--- src/rtl/pcc_map.vh ---
// offsets, field positions and reset values of the configuration block
`ifndef PCC_MAP_VH
`define PCC_MAP_VH

// byte offsets of the configuration words; 034h is not decoded and reads zero
`define PCC_OFF_IDENT       12'h000
`define PCC_OFF_CMDSTAT     12'h004
`define PCC_OFF_CAP_PTR     12'h034
`define PCC_OFF_EXTCAP      12'h100

// the same words as dword indices, as carried on the access port
`define PCC_IDX_IDENT       10'h000
`define PCC_IDX_CMDSTAT     10'h001
`define PCC_IDX_EXTCAP      10'h040

// command field positions (low half of the 04h word)
`define PCC_CMD_IO_EN       0
`define PCC_CMD_MEM_EN      1
`define PCC_CMD_PERR_RSP    6
`define PCC_CMD_SERR_EN     8
`define PCC_CMD_INTX_DIS    10
`define PCC_CMD_RW_MASK     16'h0543
`define PCC_CMD_RESET       16'h0000

// status field positions (upper half of the 04h word)
`define PCC_ST_INTX         19
`define PCC_ST_CAP_LIST     20
`define PCC_ST_SIG_TABORT   27
`define PCC_ST_SIG_SERR     30
`define PCC_ST_DET_PERR     31

// extended capability header at 100h
`define PCC_EXT_CAP_ID      16'h0001
`define PCC_EXT_CAP_VER     4'h1
`define PCC_EXT_NEXT_OFF    12'h000

// identification defaults (arbitrary neutral values)
`define PCC_MAKER_DFLT      16'hA5A5
`define PCC_PART_DFLT       16'h0001

`endif

--- src/rtl/pcc_w1c_flag.v ---
// one sticky status flag, set by hardware and cleared by writing one
module pcc_w1c_flag
(
    input  wire clk,
    input  wire rst,
    input  wire set_evt,
    input  wire clr_req,
    output reg  flag_r
);

    reg flag_nxt;

    ////////////////////////////////////////////////////////////////////////
    // the set is checked first so an event in the clearing cycle survives
    always @*
    begin
        flag_nxt = flag_r;
        if (set_evt)
        begin
            flag_nxt = 1'b1;
        end
        else if (clr_req)
        begin
            flag_nxt = 1'b0;
        end
    end

    always @(posedge clk or posedge rst)
    begin
        if (rst)
        begin
            flag_r <= 1'b0;
        end
        else
        begin
            flag_r <= flag_nxt;
        end
    end

endmodule // pcc_w1c_flag

--- src/rtl/pcc_cfg.v ---
// type 0 configuration header: identity, command, status, extended header
//
// Functional notes
// first extended header at 100h, id 001h, next offset 000h.
// read-only 16-bit maker identity, bits 15:0, EEPROM load may replace.
// read-only 16-bit part identity, bits 31:16, EEPROM load may replace.
// command bit 0, reset 0, gates response to I/O space accesses.
// command bit 1, reset 0, gates response to memory space accesses.
// legacy command bits 3,4,5,7,9 and status 21,23,26:25 read zero.
// command bit 6 enables parity action; else only the parity flag.
// command bit 8 enables reporting fatal and non-fatal errors upstream.
// command bit 10 set suppresses INTx interrupt messages.
// bus master enable and status bits 24,28,29 hardwired zero.
// status bit 19 follows internally pending INTx, reset 0.
// status bit 20 reads one, capability list exists.
// status bit 27 set on completer abort, write one clears.
// status bit 30 set on error message sent with enable, write one clears.
// status bit 31 set on poisoned TLP received, write one clears.
// write-one-to-clear bits clear on one, keep on zero.
// writes to read-only, reserved and hardwired fields are ignored.
`include "pcc_map.vh"

module pcc_cfg
#(
    parameter [15:0] MAKER_IDENT_DFLT = `PCC_MAKER_DFLT,
    parameter [15:0] PART_IDENT_DFLT  = `PCC_PART_DFLT,
    parameter [3:0]  EXT_CAP_VERSION  = `PCC_EXT_CAP_VER
)
(
    input  wire        clk,
    input  wire        rst,
    // configuration access from the link layer
    input  wire        cfg_rd_en,
    input  wire        cfg_wr_en,
    input  wire [9:0]  cfg_dw_addr,
    input  wire [3:0]  cfg_byte_en,
    input  wire [31:0] cfg_wr_data,
    output reg  [31:0] cfg_rd_data_r,
    output reg         cfg_rd_valid_r,
    output reg         cfg_wr_done_r,
    // identity load from the serial EEPROM loader
    input  wire        id_load_en,
    input  wire [15:0] id_load_maker,
    input  wire [15:0] id_load_part,
    // space decode gating
    input  wire        io_req,
    input  wire        mem_req,
    output reg         io_accept_r,
    output reg         mem_accept_r,
    // error and event inputs from the transaction layer
    input  wire        cpl_abort_evt,
    input  wire        poisoned_tlp_evt,
    input  wire        nonfatal_err_evt,
    input  wire        fatal_err_evt,
    input  wire        err_msg_sent_evt,
    input  wire        intx_pending,
    // requests and enables toward the rest of the device
    output reg         parity_action_r,
    output reg         err_nonfatal_req_r,
    output reg         err_fatal_req_r,
    output reg         intx_msg_en_r,
    output reg  [15:0] command_r,
    output wire [15:0] status_flags_r
);

    ////////////////////////////////////////////////////////////////////////
    // storage and decode nets
    reg  [15:0] maker_ident_r;
    reg  [15:0] part_ident_r;
    reg  [15:0] command_nxt;
    reg         intx_status_r;
    reg  [31:0] rd_word;
    reg  [15:0] cmd_wmask;

    wire        hit_ident;
    wire        hit_cmdstat;
    wire        hit_extcap;
    wire        wr_cmdstat;
    wire        serr_en;
    wire        perr_rsp_en;
    wire        intx_dis;
    wire        io_en;
    wire        mem_en;
    wire        tabort_flag;
    wire        sig_serr_flag;
    wire        det_perr_flag;
    wire        clr_tabort;
    wire        clr_sig_serr;
    wire        clr_det_perr;
    wire        set_sig_serr;

    ////////////////////////////////////////////////////////////////////////
    // address decode and command field taps
    assign hit_ident   = (cfg_dw_addr == `PCC_IDX_IDENT);
    assign hit_cmdstat = (cfg_dw_addr == `PCC_IDX_CMDSTAT);
    assign hit_extcap  = (cfg_dw_addr == `PCC_IDX_EXTCAP);
    assign wr_cmdstat  = cfg_wr_en & hit_cmdstat;

    assign io_en       = command_r[`PCC_CMD_IO_EN];
    assign mem_en      = command_r[`PCC_CMD_MEM_EN];
    assign perr_rsp_en = command_r[`PCC_CMD_PERR_RSP];
    assign serr_en     = command_r[`PCC_CMD_SERR_EN];
    assign intx_dis    = command_r[`PCC_CMD_INTX_DIS];

    ////////////////////////////////////////////////////////////////////////
    // identity words
    // identity is not writable from the link; only the loader changes it
    always @(posedge clk or posedge rst)
    begin
        if (rst)
        begin
            maker_ident_r <= MAKER_IDENT_DFLT;
            part_ident_r  <= PART_IDENT_DFLT;
        end
        else if (id_load_en)
        begin
            maker_ident_r <= id_load_maker;
            part_ident_r  <= id_load_part;
        end
    end

    ////////////////////////////////////////////////////////////////////////
    // command register
    // only the five implemented bits are ever stored, so every hardwired
    // and reserved command bit stays zero whatever software writes
    // lane 2 carries no command bits, so its enable is never looked at
    always @*
    begin
        cmd_wmask   = {{8{cfg_byte_en[1]}}, {8{cfg_byte_en[0]}}}
                      & `PCC_CMD_RW_MASK;
        command_nxt = command_r;
        if (wr_cmdstat)
        begin
            command_nxt = (command_r & ~cmd_wmask)
                          | (cfg_wr_data[15:0] & cmd_wmask);
        end
    end

    always @(posedge clk or posedge rst)
    begin
        if (rst)
        begin
            command_r <= `PCC_CMD_RESET;
        end
        else
        begin
            command_r <= command_nxt;
        end
    end

    ////////////////////////////////////////////////////////////////////////
    // status flags
    // clears only act on byte lane 3, where all three sticky bits live
    assign clr_tabort   = wr_cmdstat & cfg_byte_en[3]
                          & cfg_wr_data[`PCC_ST_SIG_TABORT];
    assign clr_sig_serr = wr_cmdstat & cfg_byte_en[3]
                          & cfg_wr_data[`PCC_ST_SIG_SERR];
    assign clr_det_perr = wr_cmdstat & cfg_byte_en[3]
                          & cfg_wr_data[`PCC_ST_DET_PERR];

    // an error message sent while reporting is off leaves the flag alone
    assign set_sig_serr = err_msg_sent_evt & serr_en;

    // one flag instance per sticky bit; a set beats a same-cycle clear
    pcc_w1c_flag u_flag_tabort
    (
        .clk     (clk),
        .rst     (rst),
        .set_evt (cpl_abort_evt),
        .clr_req (clr_tabort),
        .flag_r  (tabort_flag)
    );

    pcc_w1c_flag u_flag_sig_serr
    (
        .clk     (clk),
        .rst     (rst),
        .set_evt (set_sig_serr),
        .clr_req (clr_sig_serr),
        .flag_r  (sig_serr_flag)
    );

    // poisoned data always marks the flag, independent of the enable
    pcc_w1c_flag u_flag_det_perr
    (
        .clk     (clk),
        .rst     (rst),
        .set_evt (poisoned_tlp_evt),
        .clr_req (clr_det_perr),
        .flag_r  (det_perr_flag)
    );

    // pending interrupt is mirrored, not latched
    // it falls as soon as the source is served; there is nothing to clear
    always @(posedge clk or posedge rst)
    begin
        if (rst)
        begin
            intx_status_r <= 1'b0;
        end
        else
        begin
            intx_status_r <= intx_pending;
        end
    end

    // upper half of the 04h word, one field a line, top bit first
    assign status_flags_r = {det_perr_flag,        // 31
                             sig_serr_flag,        // 30
                             2'b00,                // 29:28
                             tabort_flag,          // 27
                             2'b00,                // 26:25
                             1'b0,                 // 24
                             1'b0,                 // 23
                             1'b0,                 // 22 reserved
                             1'b0,                 // 21
                             1'b1,                 // 20
                             intx_status_r,        // 19
                             3'b000};              // 18:16 reserved

    ////////////////////////////////////////////////////////////////////////
    // read decode
    // unmapped words read as zero so probing software sees no structure
    // a read beside a write in one cycle returns the word before the write
    always @*
    begin
        rd_word = 32'h0000_0000;
        if (hit_ident)
        begin
            rd_word = {part_ident_r, maker_ident_r};
        end
        else if (hit_cmdstat)
        begin
            rd_word = {status_flags_r, command_r};
        end
        else if (hit_extcap)
        begin
            rd_word = {`PCC_EXT_NEXT_OFF, EXT_CAP_VERSION,
                       `PCC_EXT_CAP_ID};
        end
    end

    always @(posedge clk or posedge rst)
    begin
        if (rst)
        begin
            cfg_rd_data_r  <= 32'h0000_0000;
            cfg_rd_valid_r <= 1'b0;
            cfg_wr_done_r  <= 1'b0;
        end
        else
        begin
            cfg_rd_valid_r <= cfg_rd_en;
            cfg_wr_done_r  <= cfg_wr_en;
            if (cfg_rd_en)
            begin
                cfg_rd_data_r <= rd_word;
            end
        end
    end

    ////////////////////////////////////////////////////////////////////////
    // space decode gating
    // a refused access gets no accept pulse; the link layer then
    // answers it as unsupported, this block does not build that answer
    always @(posedge clk or posedge rst)
    begin
        if (rst)
        begin
            io_accept_r  <= 1'b0;
            mem_accept_r <= 1'b0;
        end
        else
        begin
            io_accept_r  <= io_req & io_en;
            mem_accept_r <= mem_req & mem_en;
        end
    end

    ////////////////////////////////////////////////////////////////////////
    // error reporting and interrupt messages
    // both severities share one enable; the severity is picked upstream
    always @(posedge clk or posedge rst)
    begin
        if (rst)
        begin
            parity_action_r    <= 1'b0;
            err_nonfatal_req_r <= 1'b0;
            err_fatal_req_r    <= 1'b0;
            intx_msg_en_r      <= 1'b0;
        end
        else
        begin
            // with the enable clear the flag is all that happens
            parity_action_r    <= poisoned_tlp_evt & perr_rsp_en;
            err_nonfatal_req_r <= nonfatal_err_evt & serr_en;
            err_fatal_req_r    <= fatal_err_evt & serr_en;
            // the status bit keeps showing the pending level while disabled
            intx_msg_en_r      <= intx_pending & ~intx_dis;
        end
    end

endmodule // pcc_cfg

--- config.mk ---
export PLATFORM = sky130hd
export DESIGN_NAME = pcc_cfg
export DESIGN_NICKNAME = d
export VERILOG_FILES = /design/src/rtl/pcc_w1c_flag.v /design/src/rtl/pcc_cfg.v
export VERILOG_INCLUDE_DIRS = /design/src /design/src/rtl
export SDC_FILE = /design/constraint.sdc
export NUM_CORES = 1
export LEC_CHECK = 0
export ABC_CLOCK_PERIOD_IN_PS = 2700
export BUFFER_PORTS_ARGS = -buffer_cell sky130_fd_sc_hd__buf_2
export CAP_MARGIN = 20
export CORE_AREA = 2 2 96 98
export DETAILED_ROUTE_END_ITERATION = 6
export DIE_AREA = 0 0 98 100
export PLACE_DENSITY = 0.69
export SETUP_SLACK_MARGIN = 0.4
export SYNTH_ARGS = -nofsm -noshare
export SYNTH_HDL_FRONTEND = slang
export SYNTH_HIERARCHICAL = 1
export SYNTH_SLANG_ARGS = --single-unit
--- constraint.sdc ---
create_clock -name clk -period 2.7 [get_ports clk]
set_input_delay 0.405 -clock clk [delete_from_list [all_inputs] [get_ports clk]]
set_output_delay 0.405 -clock clk [all_outputs]
set_load 0.01 [all_outputs]
Word-level counts from Yosys, hierarchy flattened:

Cells that the tools add are included.

* word-level logic and storage cells: 48
* output and inout bits: 72
* register bits after elaboration: 92
* input bits: 91

* reductions and logical operators: 4
* eq/ne operators: 2
* bitwise logic cells: 17
* mux-type cells: 9

Operators by type and width (count)
* $mux 32: 2
* $mux 17: 1
* $and 16x11->16: 1
* $and 16x16->16: 1
* $not 11->16: 1
* $or 16x16->16: 1
* $and 1x1->1: 12
* $eq 10x1->1 const B: 1
* $eq 10x7->1 const B: 1
* $logic_not 10->1: 1
* $mux 1: 6
* $reduce_bool 2->1: 3
* $not 1->1: 1

Logic depth before layout (Yosys ltp):

Gate-level depths: netlist of run 1.

* word-level depth: 6
* gate-level depth with buffers: 7
* depth with buffers taken out: 5

By module:

Netlist of run 1, hierarchy kept.

Modules (own cells, without submodules)
* pcc_cfg: area each 3313.2 um^2, cells each 237, seq. area each 1963.1 um^2, times used 1
* pcc_w1c_flag: area each 40.0 um^2, cells each 4, seq. area each 25.0 um^2, times used 3

Worst setup path after synthesis of run 1:

Ideal clock, no wire load.

* path type: in2reg
* from: in cfg_dw_addr[9]
* to: reg u_flag_tabort.flag_r
* data required time: 2582 ps
* path buffers: 2
* path slack: 635 ps
* stages: 7
* library setup time: 118 ps
* data arrival time: 1947 ps
* cell sequence: or4_4 > buf_6 > or3_4 > buf_6 > nor3_4 > inv_1 > a21o_1

* longest elaborated chain between the ends: 5

RTL lines
* start: declaration: RTL line pcc_cfg.v:35 `input wire [9:0] cfg_dw_addr,`
* $eq 10x1->1 (no source line)
* $and 1x1->1: RTL line pcc_cfg.v:97 `assign wr_cmdstat = cfg_wr_en & hit_cmdstat;`
* $and 1x1->1 (2 in series): RTL line pcc_cfg.v:154 `assign clr_tabort = wr_cmdstat & cfg_byte_en[3]`
* via clr_tabort: RTL line pcc_cfg.v:87 `wire clr_tabort;`
* $reduce_bool 2->1 (no source line)
* end signal: assignment: RTL line pcc_w1c_flag.v:36 `flag_r <= flag_nxt;`
* end: declaration: RTL line pcc_w1c_flag.v:8 `output reg flag_r`

The timed path passes the listed nets, and every way through them passes these cells.
A chain may end at the register's enable or synchronous reset.

Worst setup path after layout of run 1:

* from: in cfg_dw_addr[3]
* to: reg u_flag_det_perr.flag_r

* longest elaborated chain between the ends: 5

RTL lines
* $eq 10x1->1 (no source line)
* $and 1x1->1: RTL line pcc_cfg.v:97
* $and 1x1->1 (2 in series): RTL line pcc_cfg.v:158 `assign clr_det_perr = wr_cmdstat & cfg_byte_en[3]`
* via clr_det_perr: RTL line pcc_cfg.v:89 `wire clr_det_perr;`
* $reduce_bool 2->1 (no source line)
* end signal: assignment: RTL line pcc_w1c_flag.v:36
* end: declaration: RTL line pcc_w1c_flag.v:8

The timed path passes the listed nets, and every way through them passes these cells.

==> results of run 1 <==
-- where the power goes --
part	switching [uW]	internal [uW]
registers	24.9	1280
logic	109	103
clock network	456	435
-- metrics by stage --
stage	cell area (sq um)	total power (uW)	instances
2_1_floorplan	3520	1480	270
3_3_place_gp	3990	1530	458
3_5_place_dp	3990	1540	458
4_1_cts	4210	2450	475
5_1_grt	4210	2540	475
6_report	4210	2400	475
-- routing by layer --
metal,global-route usage [%],share of wire [%]
met1,18.3,43
met2,23.0,47
met3,6.89,9.7
met4,4.59,0.55
met5,0,0
-- worst max path at each step --
stage                                        end  cells past startpoint
after floorplan             u_flag_tabort/flag_r                      7
after global placement    u_flag_det_perr/flag_r                      6
after detailed placement  u_flag_det_perr/flag_r                      6
after CTS                 u_flag_det_perr/flag_r                      6
after global routing      u_flag_det_perr/flag_r                      6
final                     u_flag_det_perr/flag_r                      6
-- layout make-up --
type / count / area [sq um]
inverter: 8 / 33.8
sequential: 81 / 2040
tap: 111 / 139
timing repair buffer: 119 / 623
clock buffer: 9 / 124
clock inverter: 7 / 77.6
multi-input combinational: 140 / 1170
fill: 828 / 4680
-- logic make-up after synthesis --
group	count (synthesis)	synth area share, %
other	2	0.219
multiplexers	46	15.1
AND/OR/NAND/NOR	35	6.60
buffers and inverters	49	8.86
AO/OA/AOI/OAI	36	9.88
flip-flops	81	59.4
-- cells in the final DEF (no fill, tap or decap), types with 2 or more instances in the layout --
cell type	synthesis	layout
and2_1	6	6
mux2_2	46	46
nor3_1	3	3
clkbuf_8	0	9
inv_6	0	2
a22o_1	21	21
a21o_1	3	3
clkinv_4	0	2
nand3_1	2	2
buf_4	27	3
buf_2	3	114
conb_1	2	23
nand2b_1	2	2
nand2_1	13	13
nor4_2	2	2
clkinvlp_4	0	2
o2bb2ai_2	5	5
inv_1	8	7
dfstp_2	9	9
dfrtp_1	72	72
o2bb2ai_1	4	4
-- worst reg2reg max path: cells and delay by family (launching register included) --
kind | cells | cell delay [ps]
DFF | 1 | 530
AOI/OAI and AO/OA | 1 | 350
muxes | 1 | 220
and+or+nand+nor | 1 | 40
-- registers in the layout, summed over array words and instances, names as in the netlist, named ones only --
register and flops:
cfg_rd_data_r 32, u_flag_sig_serr/flag_r 1, cfg_wr_done_r 1, err_fatal_req_r 1, part_ident_r 16, intx_status_r 1
cfg_rd_valid_r 1, parity_action_r 1, intx_msg_en_r 1, io_accept_r 1, u_flag_tabort/flag_r 1, maker_ident_r 16
err_nonfatal_req_r 1, mem_accept_r 1, u_flag_det_perr/flag_r 1
==> PnR_summary.wiki, run 1 <==
{| class="wikitable"
! Metric !! Value
|-
| Library cell used as clock root buffer || clkbuf_8
|-
| Post-CTS setup buffer count || 0
|-
| Number of buffers inserted by hold repair at cts || 1
|-
| Power density normalized to cell area || roughly 570 nW/um^2
|-
| Antenna violations before repair || 0
|-
| Detailed-route wire length || between 6000 and 7000 microns
|-
| Number of buffers on the longest clock path || 2
|-
| Number of max-slew violations in the final report || 0
|-
| Largest net degree at the start of global routing || 37
|-
| Post-detail-place hpwl || 4790 microns
|-
| Number of buffers and inverters on the critical path || 2
|-
| Outcome || complete, no violations
|-
| Effective utilization at floorplan || 38.6%
|-
| Number of cells traversed by the worst register-to-register path || 3
|-
| Final TNS setup || 0 ps
|-
| Drt pass-1 iters || 4
|-
| Family with the most delay on the worst path || simple AND/OR/NAND/NOR gates
|-
| Worst hold-check path type || primary input to flip-flop
|-
| Inserted Clock Buffers || 9
|-
| Fraction of synthesized cell area taken by the top area cell type || 52.5%
|-
| Most common cell in the netlist || dfrtp_1
|-
| Time the final worst path needs with I/O delays and setup || between 1500 and 2000 ps
|-
| Latest clock arrival within the worst-skew pair || 340 ps
|-
| Clock transition at the registers of the reported paths || approximately 90 ps
|-
| Summed instance area of the synthesized netlist || 3430 sq um
|-
| Type of element capturing the critical path || flip-flop
|-
| Static Leak || 0.00214 uW
|-
| Highest clock frequency the design can meet || ~0.52 GHz
|-
| Worst stage delay on the critical path || 690 ps
|-
| Number of flip-flops and latches in the synthesized netlist || 81
|-
| Routability congestion estimate from global placement || 0.813
|-
| Max-slew headroom at the worst pin || 45.4%
|-
| Cells after synthesis || between 200 and 250
|-
| Standard cell with the maximum stage delay on the critical path || or4_1
|-
| CTS tree || built
|-
| Post-route core utilization || 47.3%
|-
| Yosys Warn Count || 6
|-
| Share of layout cells above drive strength 1 || 55.2%
|-
| Number of nets at the end of the flow || 450
|-
| IO Port Bufs || around 110
|-
| Area Growth Syn to Fin || 22.5%
|-
| Number of DRC violations after detailed-routing iteration 0 || 63
|-
| Antenna-violating nets left || 0
|-
| Crit share post-route || 70.9%
|-
| Worst clock skew on the final layout || slightly above 5 ps
|-
| Reg2Reg Setup Slack || 1510 ps
|-
| Launching instance or port of the critical path || cfg_dw_addr[3]
|-
| Synth area leaders || dfrtp_1 52%, mux2_2 15%, dfstp_2 6.9%
|-
| Die Outline Area || 9800 sq um
|-
| Portion of the post-synthesis area used by sequential elements || between 50% and 60%
|-
| Number of top-level pins || ~160
|-
| Number of resized instances in the post-cts repair step || 0
|-
| Hold Startpoint || intx_pending
|-
| Synth async-reset ratio || 100%
|-
| Drt via density || 4.75
|-
| Startpoint of the worst register-to-register path || maker_ident_r[0]
|-
| Number of distinct standard cells referenced by the synthesized netlist || 30
|-
| Commonest cells post-synth || 72 x dfrtp_1, 46 x mux2_2, 27 x buf_4
|-
| Die boundary height || 100 microns
|-
| Crit path max fanout || 12
|-
| Number of flops mapped to enable cells by yosys || 0
|-
| Max capacitance violation total || 0
|-
| WP data required || around 3000 ps
|-
| Data arrival time of the critical path || 2160 ps
|-
| Biggest area consumer among synthesized cells || dfrtp_1
|-
| Die span in x || approximately 100 microns
|-
| RSZ-0062 raised after global routing || no
|-
| Final-report hold violation count || 0
|-
| VDD IR max || roughly 0.28 mV
|-
| CORE AREA || 8890 sq um
|-
| First-pass GRT wire length || 11200 microns
|-
| CP startpoint kind || primary input
|-
| Number of failing setup endpoints in the final timing report || 0
|-
| Top_reg_cell synth || dfrtp_1
|-
| Reg-to-reg critical path endpoint || cfg_rd_data_r[0]
|-
| FP Rows || 35
|-
| Total overflow reported by the global router || 0
|-
| Total routing usage reported by global routing || between 10% and 20%
|-
| Post-route DRC violation count || 0
|-
| Worst-Margin Slew || 818 ps
|-
| Routed vias || 2254
|-
| Maximum level of the CTS H-tree || 3
|-
| Final worst setup slack || roughly 790 ps
|-
| Worst Hold Endpoint || intx_status_r
|-
| Minimum setup slack after placement || a little under 400 ps
|-
| Antenna diodes || 0
|-
| CTS Sinks || 81
|-
| Routed length per placed instance || 14.4 microns
|-
| Worst Hold Slack || 171 ps
|-
| Hold path cells || 1
|-
| Vias in the first global route || roughly 2300
|-
| WS Path Type || primary input to flip-flop
|-
| Ordered cell list for the critical path || buf_2 > or4_1 > or3_4 > nor3_1 > inv_1 > a21o_1
|-
| Synthesized area divided by synthesized cell count || 13.8 sq um
|}
Power figures use the tool's default switching activity.
==> inputs of run 2 (changes only) <==
--- a/config.mk
+++ b/config.mk
@@ -6,7 +6,7 @@
 export SDC_FILE = /design/constraint.sdc
 export NUM_CORES = 1
 export LEC_CHECK = 0
-export ABC_CLOCK_PERIOD_IN_PS = 2700
+export ABC_CLOCK_PERIOD_IN_PS = 1900
 export BUFFER_PORTS_ARGS = -buffer_cell sky130_fd_sc_hd__buf_2
 export CAP_MARGIN = 20
 export CORE_AREA = 2 2 96 98
==> constraint.sdc (replaced) <==
create_clock -name clk -period 1.9 [get_ports clk]
set_input_delay 0.285 -clock clk [delete_from_list [all_inputs] [get_ports clk]]
set_output_delay 0.285 -clock clk [all_outputs]
set_load 0.01 [all_outputs]
==> run 2 against run 1 <==
  * Count of clock-buffer cells in the layout unchanged
  * Final cell count increased by 2.9%
  * Via count grew 2.5%
  * Core utilization increased by 2.2 points
  * Clock skew is 5.8 ps higher
  * Global-route usage rose by 0.19 points
  * Critical endpoint is now u_flag_sig_serr/flag_r
  * Largest cell class unchanged
  * Largest power group unchanged
==> PnR_summary.wiki, run 2 (synthesis gave the netlist of run 1 again) <==
{| class="wikitable"
! Metric !! Value
|-
| Number of failing setup endpoints in the final timing report || 0
|-
| VDD IR max || 0.386 mV
|-
| Total routing usage reported by global routing || 14.9%
|-
| Area Growth Syn to Fin || 28.2%
|-
| Post-detail-place hpwl || between 4000 and 5000 microns
|-
| Routed vias || between 2000 and 2500
|-
| Antenna-violating nets left || 0
|-
| Die span in x || approximately 98 microns
|-
| Clock power share || 34.6%
|-
| Total overflow reported by the global router || 0
|-
| First-pass GRT wire length || around 12000 microns
|-
| Outcome || complete, no violations
|-
| Sum of internal, switching and leakage power || 3320 uW
|-
| Routed length per placed instance || 14.6 microns
|-
| CP startpoint kind || primary input
|-
| Max capacitance violation total || 0
|-
| WP data required || roughly 2100 ps
|-
| Post-route core utilization || 49.5%
|-
| Number of buffers on the longest clock path || 2
|-
| Post-route DRC violation count || 0
|-
| Number of DRC violations after detailed-routing iteration 0 || 41
|-
| Share of power burned in combinational logic || 9.7%
|-
| IO Port Bufs || 114
|-
| Share of power burned in registers || 55.7%
|-
| Time the final worst path needs with I/O delays and setup || 1570 ps
|-
| Routability congestion estimate from global placement || roughly 0.83
|-
| Highest clock frequency the design can meet || 0.636 GHz
|-
| Maximum level of the CTS H-tree || 3
|-
| Largest net degree at the start of global routing || 48
|-
| Number of top-level pins || 163
|-
| Worst hold-check path type || primary input to flip-flop
|-
| Inserted Clock Buffers || 9
|-
| Drt pass-1 iters || 4
|-
| Net switching power || a little under 900 uW
|-
| Switching share of power || roughly a quarter
|-
| Crit path max fanout || 5
|-
| CTS tree || built
|-
| Most used cells in the layout excluding fill and tap cells || 111 x buf_2, 72 x dfrtp_1, 41 x mux2_2
|-
| Leading cell type in the layout, fill and taps excluded || buf_2
|-
| Antenna violations before repair || 0
|-
| Crit share post-route || 82.8%
|-
| Effective utilization at floorplan || roughly two fifths
|-
| Flip-flop count of the largest register, all copies and words added || 32
|-
| CORE AREA || 8890 sq um
|-
| Biggest regs || cfg_rd_data_r: 32 flops, maker_ident_r: 16 flops, part_ident_r: 16 flops
|-
| Total non-filler cell area in the finished layout || 4400 sq um
|-
| Number of nets at the end of the flow || 464
|-
| Static Leak || about 0.0022 uW
|-
| Data arrival time of the critical path || around 1800 ps
|-
| Vias in the first global route || 2282
|-
| Library cell used as clock root buffer || clkbuf_8
|-
| RSZ-0062 raised after global routing || yes
|-
| Clock transition at the registers of the reported paths || 90 ps
|-
| Most flops, register || cfg_rd_data_r
|-
| Share of layout cells above drive strength 1 || 57.9%
|-
| Max-slew headroom at the worst pin || 59.7%
|-
| Worst clock skew on the final layout || 10.9 ps
|-
| Post-placement cell area || 4120 sq um
|-
| Number of max-slew violations in the final report || 0
|-
| Internal portion of total power || about 2500 uW
|-
| CTS Sinks || 81
|-
| WS Path Type || primary input to flip-flop
|-
| Drt via density || 4.73
|-
| Die Outline Area || slightly below 10000 sq um
|-
| Worst-Margin Slew || 604 ps
|-
| Latest clock arrival within the worst-skew pair || 340 ps
|-
| Final-report hold violation count || 0
|-
| Die boundary height || roughly 100 microns
|-
| FP Rows || 35
|-
| Detailed-route wire length || 7160 microns
|-
| Power density normalized to cell area || 755 nW/um^2
|-
| Worst Hold Slack || 67.6 ps
|-
| Type of element capturing the critical path || flip-flop
|-
| Antenna diodes || 0
|}
-- run 2: cell count changes in the layout (fill, tap and decap cells not counted), sizes merged --
cell	change
inv	+1
buf	+14
bufinv	-1
-- run 2: worst max-delay path: stages --
cell,delay [ps]
buf_6,90
or4_4,540
or3_4,450
nor3_1,210
inv_1,60
a21o_1,170
-- run 2: worst paths after layout --
kind	start	end	slack (ps)	depth (start not counted)
max	cfg_dw_addr[9]	u_flag_sig_serr/flag_r	330	6
min	intx_pending	intx_status_r	70	1
max reg2reg	maker_ident_r[0]	cfg_rd_data_r[0]	660	3
min reg2reg	part_ident_r[8]	cfg_rd_data_r[24]	490	1
max in group asynchronous	rst	maker_ident_r[4]	780	4
min in group asynchronous	rst	u_flag_tabort/flag_r	350	3
-- run 2: area by class of cell --
class | count | area [sq um]
clock buffers | 9 | 124
multi-input cells | 140 | 1230
flip-flops and latches | 81 | 2040
well taps | 111 | 139
repair buffers | 133 | 787
inverters | 8 | 33.8
clock inverters | 7 | 52.6
fillers | 808 | 4490
-- run 2: what timing repair did --
item | 4_1_cts | 5_1_grt
setup buffers | 1 | 0
pin swaps | 3 | 5
resized for setup | 8 | 11
hold buffers | 1 | 0
setup endpoints to repair | 8 | 17
hold endpoints to repair | 3 | 0
-- run 2: metal layers --
| layer | vias to the layer above | global-route usage [%] | share of wire, % |
|---|---|---|---|
| met5 | - | 0 | 0 |
| met4 | 0 | 3.85 | 0.91 |
| met3 | 5 | 5.08 | 6.4 |
| met2 | 86 | 23.9 | 49 |
| met1 | 1150 | 19.6 | 44 |
| li1 | 1070 | - | - |
-- run 2: power by group through the flow --
stage	logic, uW	registers, uW	clock network [uW]
floorplan	226	1880	0
global placement	306	1880	0
detailed placement	314	1890	0
CTS	323	1850	1200
global route	358	1860	1280
finish	321	1850	1150
-- run 2: through the flow --
| stage | TNS, ps | std cells | setup slack, ps |
|---|---|---|---|
| final | 0 | 489 | 327 |
| after global routing | 0 | 489 | 301 |
| after CTS | 0 | 489 | 331 |
| after detailed placement | -798 | 471 | -141 |
| after global placement | -575 | 471 | -129 |
| after floorplan | 0 | 270 | 20.8 |
==> inputs of run 3 (changes only) <==
--- a/config.mk
+++ b/config.mk
@@ -6,7 +6,7 @@
 export SDC_FILE = /design/constraint.sdc
 export NUM_CORES = 1
 export LEC_CHECK = 0
-export ABC_CLOCK_PERIOD_IN_PS = 1900
+export ABC_CLOCK_PERIOD_IN_PS = 1570
 export BUFFER_PORTS_ARGS = -buffer_cell sky130_fd_sc_hd__buf_2
 export CAP_MARGIN = 20
 export CORE_AREA = 2 2 96 98
==> constraint.sdc (replaced) <==
create_clock -name clk -period 1.57 [get_ports clk]
set_input_delay 0.2355 -clock clk [delete_from_list [all_inputs] [get_ports clk]]
set_output_delay 0.2355 -clock clk [all_outputs]
set_load 0.01 [all_outputs]
==> run 3 against run 2 <==
  * Count of clock-buffer cells in the layout unchanged
  * Power rose by 26%
  * Core utilization rose by 2.3 points
  * Sequential share of layout area decreased by 2.0 points
  * Die area unchanged
  * Via count is 2.7% higher
  * Final area rose by 4.7%
  * Routed wire length grew 7.2%
  * Clock skew down 1.3 ps
  * Highest routed layer unchanged
  * Setup slack got worse by 220 ps
  * Global-route usage barely moved
  * Non-clock buffer count is 12 higher
==> PnR_summary.wiki, run 3 (synthesis gave the netlist of run 1 again) <==
{| class="wikitable"
! Metric !! Value
|-
| Flip-flop count of the largest register, all copies and words added || 32
|-
| Clock transition at the registers of the reported paths || 90 ps
|-
| Library cell used as clock root buffer || clkbuf_8
|-
| Worst-Margin Slew || 535 ps
|-
| Most flops, register || cfg_rd_data_r
|-
| Worst Hold Slack || 63.9 ps
|-
| Antenna-violating nets left || 0
|-
| RSZ-0062 raised after global routing || yes
|-
| Time the final worst path needs with I/O delays and setup || approximately 1500 ps
|-
| Area of the multi-input gates || 1270 sq um
|-
| Detailed-route wire length || 7680 microns
|-
| Effective utilization at floorplan || approximately 39%
|-
| Drt via density || approximately 4.7
|-
| IO Port Bufs || approximately 110
|-
| Worst hold-check path type || primary input to flip-flop
|-
| Standard cell with the maximum stage delay on the critical path || or4_4
|-
| Worst clock skew on the final layout || between 9 and 10 ps
|-
| Highest clock frequency the design can meet || 0.685 GHz
|-
| Post-placement cell area || a little over 4000 sq um
|-
| Crit share post-route || 93.0%
|-
| Die span in x || 98 microns
|-
| Area Growth Syn to Fin || 34.2%
|-
| Total non-filler cell area in the finished layout || 4610 sq um
|-
| Net switching power || 1050 uW
|-
| CTS tree || built
|-
| Routability congestion estimate from global placement || 0.784
|-
| Final worst setup slack || 110 ps
|-
| Number of max-slew violations in the final report || 0
|-
| Number of DRC violations after detailed-routing iteration 0 || between 50 and 60
|-
| Leading cell type in the layout, fill and taps excluded || buf_2
|-
| CTS Sinks || 81
|-
| Data arrival time of the critical path || 1740 ps
|-
| WP data required || 1850 ps
|-
| Number of top-level pins || 163
|-
| Area taken by flip-flops and latches || 2040 sq um
|-
| CORE AREA || 8890 sq um
|-
| Placed cell count || between 400 and 500
|-
| Max-slew headroom at the worst pin || 64.3%
|-
| Outcome || complete, no violations
|-
| Die Outline Area || 9800 sq um
|-
| First-pass GRT wire length || 11600 microns
|-
| Max capacitance violation total || 0
|-
| Power density normalized to cell area || about 910 nW/um^2
|-
| Cell Count, Final, Fillers Out || approximately 500
|-
| Number of buffers on the longest clock path || 2
|-
| Crit path max fanout || 5
|-
| Total routing usage reported by global routing || between 10 and 15%
|-
| Antenna violations before repair || 0
|-
| Maximum level of the CTS H-tree || 3
|-
| Cell type with the highest occurrence count on the critical path || buf_6
|-
| Final-report hold violation count || 0
|-
| Internal portion of total power || between 3000 and 4000 uW
|-
| Die boundary height || approximately 100 microns
|-
| Largest net degree at the start of global routing || 43
|-
| Inserted Clock Buffers || 9
|-
| Share of power burned in registers || a little over half
|-
| Worst stage delay on the critical path || ~550 ps
|-
| Number of nets at the end of the flow || 476
|-
| Antenna diodes || 0
|-
| Post-detail-place hpwl || 4970 microns
|-
| Share of power burned in combinational logic || 9.7%
|-
| CP startpoint kind || primary input
|-
| Vias in the first global route || around 2300
|-
| Total overflow reported by the global router || 0
|-
| Fillers || 824
|-
| Drt pass-1 iters || 6
|-
| WS Path Type || primary input to flip-flop
|-
| Share of layout cells above drive strength 1 || 60.5%
|-
| Final TNS setup || 0 ps
|-
| Routed length per placed instance || 15.3 microns
|-
| Switching share of power || 25.0%
|-
| Latest clock arrival within the worst-skew pair || ~340 ps
|-
| Ordered cell list for the critical path || buf_6 > or4_4 > buf_4 > nor4_4 > buf_6 > clkbuf_16 > a22o_1
|-
| Type of element capturing the critical path || flip-flop
|-
| Routed vias || about 2400
|-
| Biggest regs || cfg_rd_data_r: 32 flops, maker_ident_r: 16 flops, part_ident_r: 16 flops
|-
| Minimum setup slack after placement || -350 ps
|-
| Clock power share || a little under two fifths
|-
| Number of failing setup endpoints in the final timing report || 0
|-
| Most used cells in the layout excluding fill and tap cells || 110 x buf_2, 71 x dfrtp_1, 41 x mux2_2
|-
| Post-route DRC violation count || 0
|-
| VDD IR max || 0.491 mV
|-
| FP Rows || 35
|-
| Static Leak || 0.00233 uW
|}
## run 3: cell types whose count changed in the layout (fill, tap and decap cells not counted), sizes merged
cell         delta
buf             +9
clkbuf          +2
bufinv          +1
clkinv          -1
dlygate4sd3     +1
## run 3: area by class of cell
class	count	share of cell area (%)
inverters	8	0.733
flip-flops and latches	81	44.3
repair buffers	145	20.0
clock inverters	7	1.68
multi-input cells	140	27.7
clock buffers	9	2.69
well taps	111	3.01
## run 3: through the flow
stage	utilization [%]	total power (uW)
finish	51.8	4190
global route	51.8	4390
CTS	50.0	4250
detailed placement	45.9	2660
global placement	45.9	2650
floorplan	-	2540
## run 3: worst max-delay path, delay by kind of cell
family / cells / cell delay (ps)
and+or+nand+nor: 2 / 800
buffers and inverters: 4 / 590
AOI/OAI and AO/OA: 1 / 110
## run 3: timing repair
action                                  in CTS  in global routing
hold buffers                                 2                  0
endpoints found under the hold margin        4                  0
pin swaps                                    9                  6
gates resized for setup                     21                  8
cloned                                       0                  3
buffers inserted                             6                  6
endpoints found under the setup margin      46                 49
## run 3: path summary, 6_finish.rpt
path	start	to	slack, ps	cells past startpoint
hold reg to reg	cfg_rd_data_r[16]	cfg_rd_data_r[16]	490	2
setup / recovery	cfg_dw_addr[7]	cfg_rd_data_r[12]	110	7
hold / removal	cfg_wr_en	cfg_wr_done_r	60	1
setup reg to reg	maker_ident_r[0]	cfg_rd_data_r[0]	400	3
max in group asynchronous	rst	part_ident_r[0]	550	4
min in group asynchronous	rst	u_flag_tabort/flag_r	320	3
## run 3: power groups by stage
stage	clock, uW	combinational (uW)	sequential, uW
after floorplan	0	274	2270
after global placement	0	372	2280
after detailed placement	0	382	2280
after CTS	1600	407	2240
after global routing	1690	449	2250
final	1550	405	2240
## run 3: routing by layer
| layer | global-route usage [%] | vias up | share of wire [%] |
|---|---|---|---|
| met4 | 4.59 | 0 | 1.4 |
| met5 | 0 | - | 0 |
| met2 | 24.8 | 79 | 49 |
| met1 | 19.3 | 1193 | 44 |
| met3 | 4.04 | 10 | 5.3 |
| li1 | - | 1092 | - |
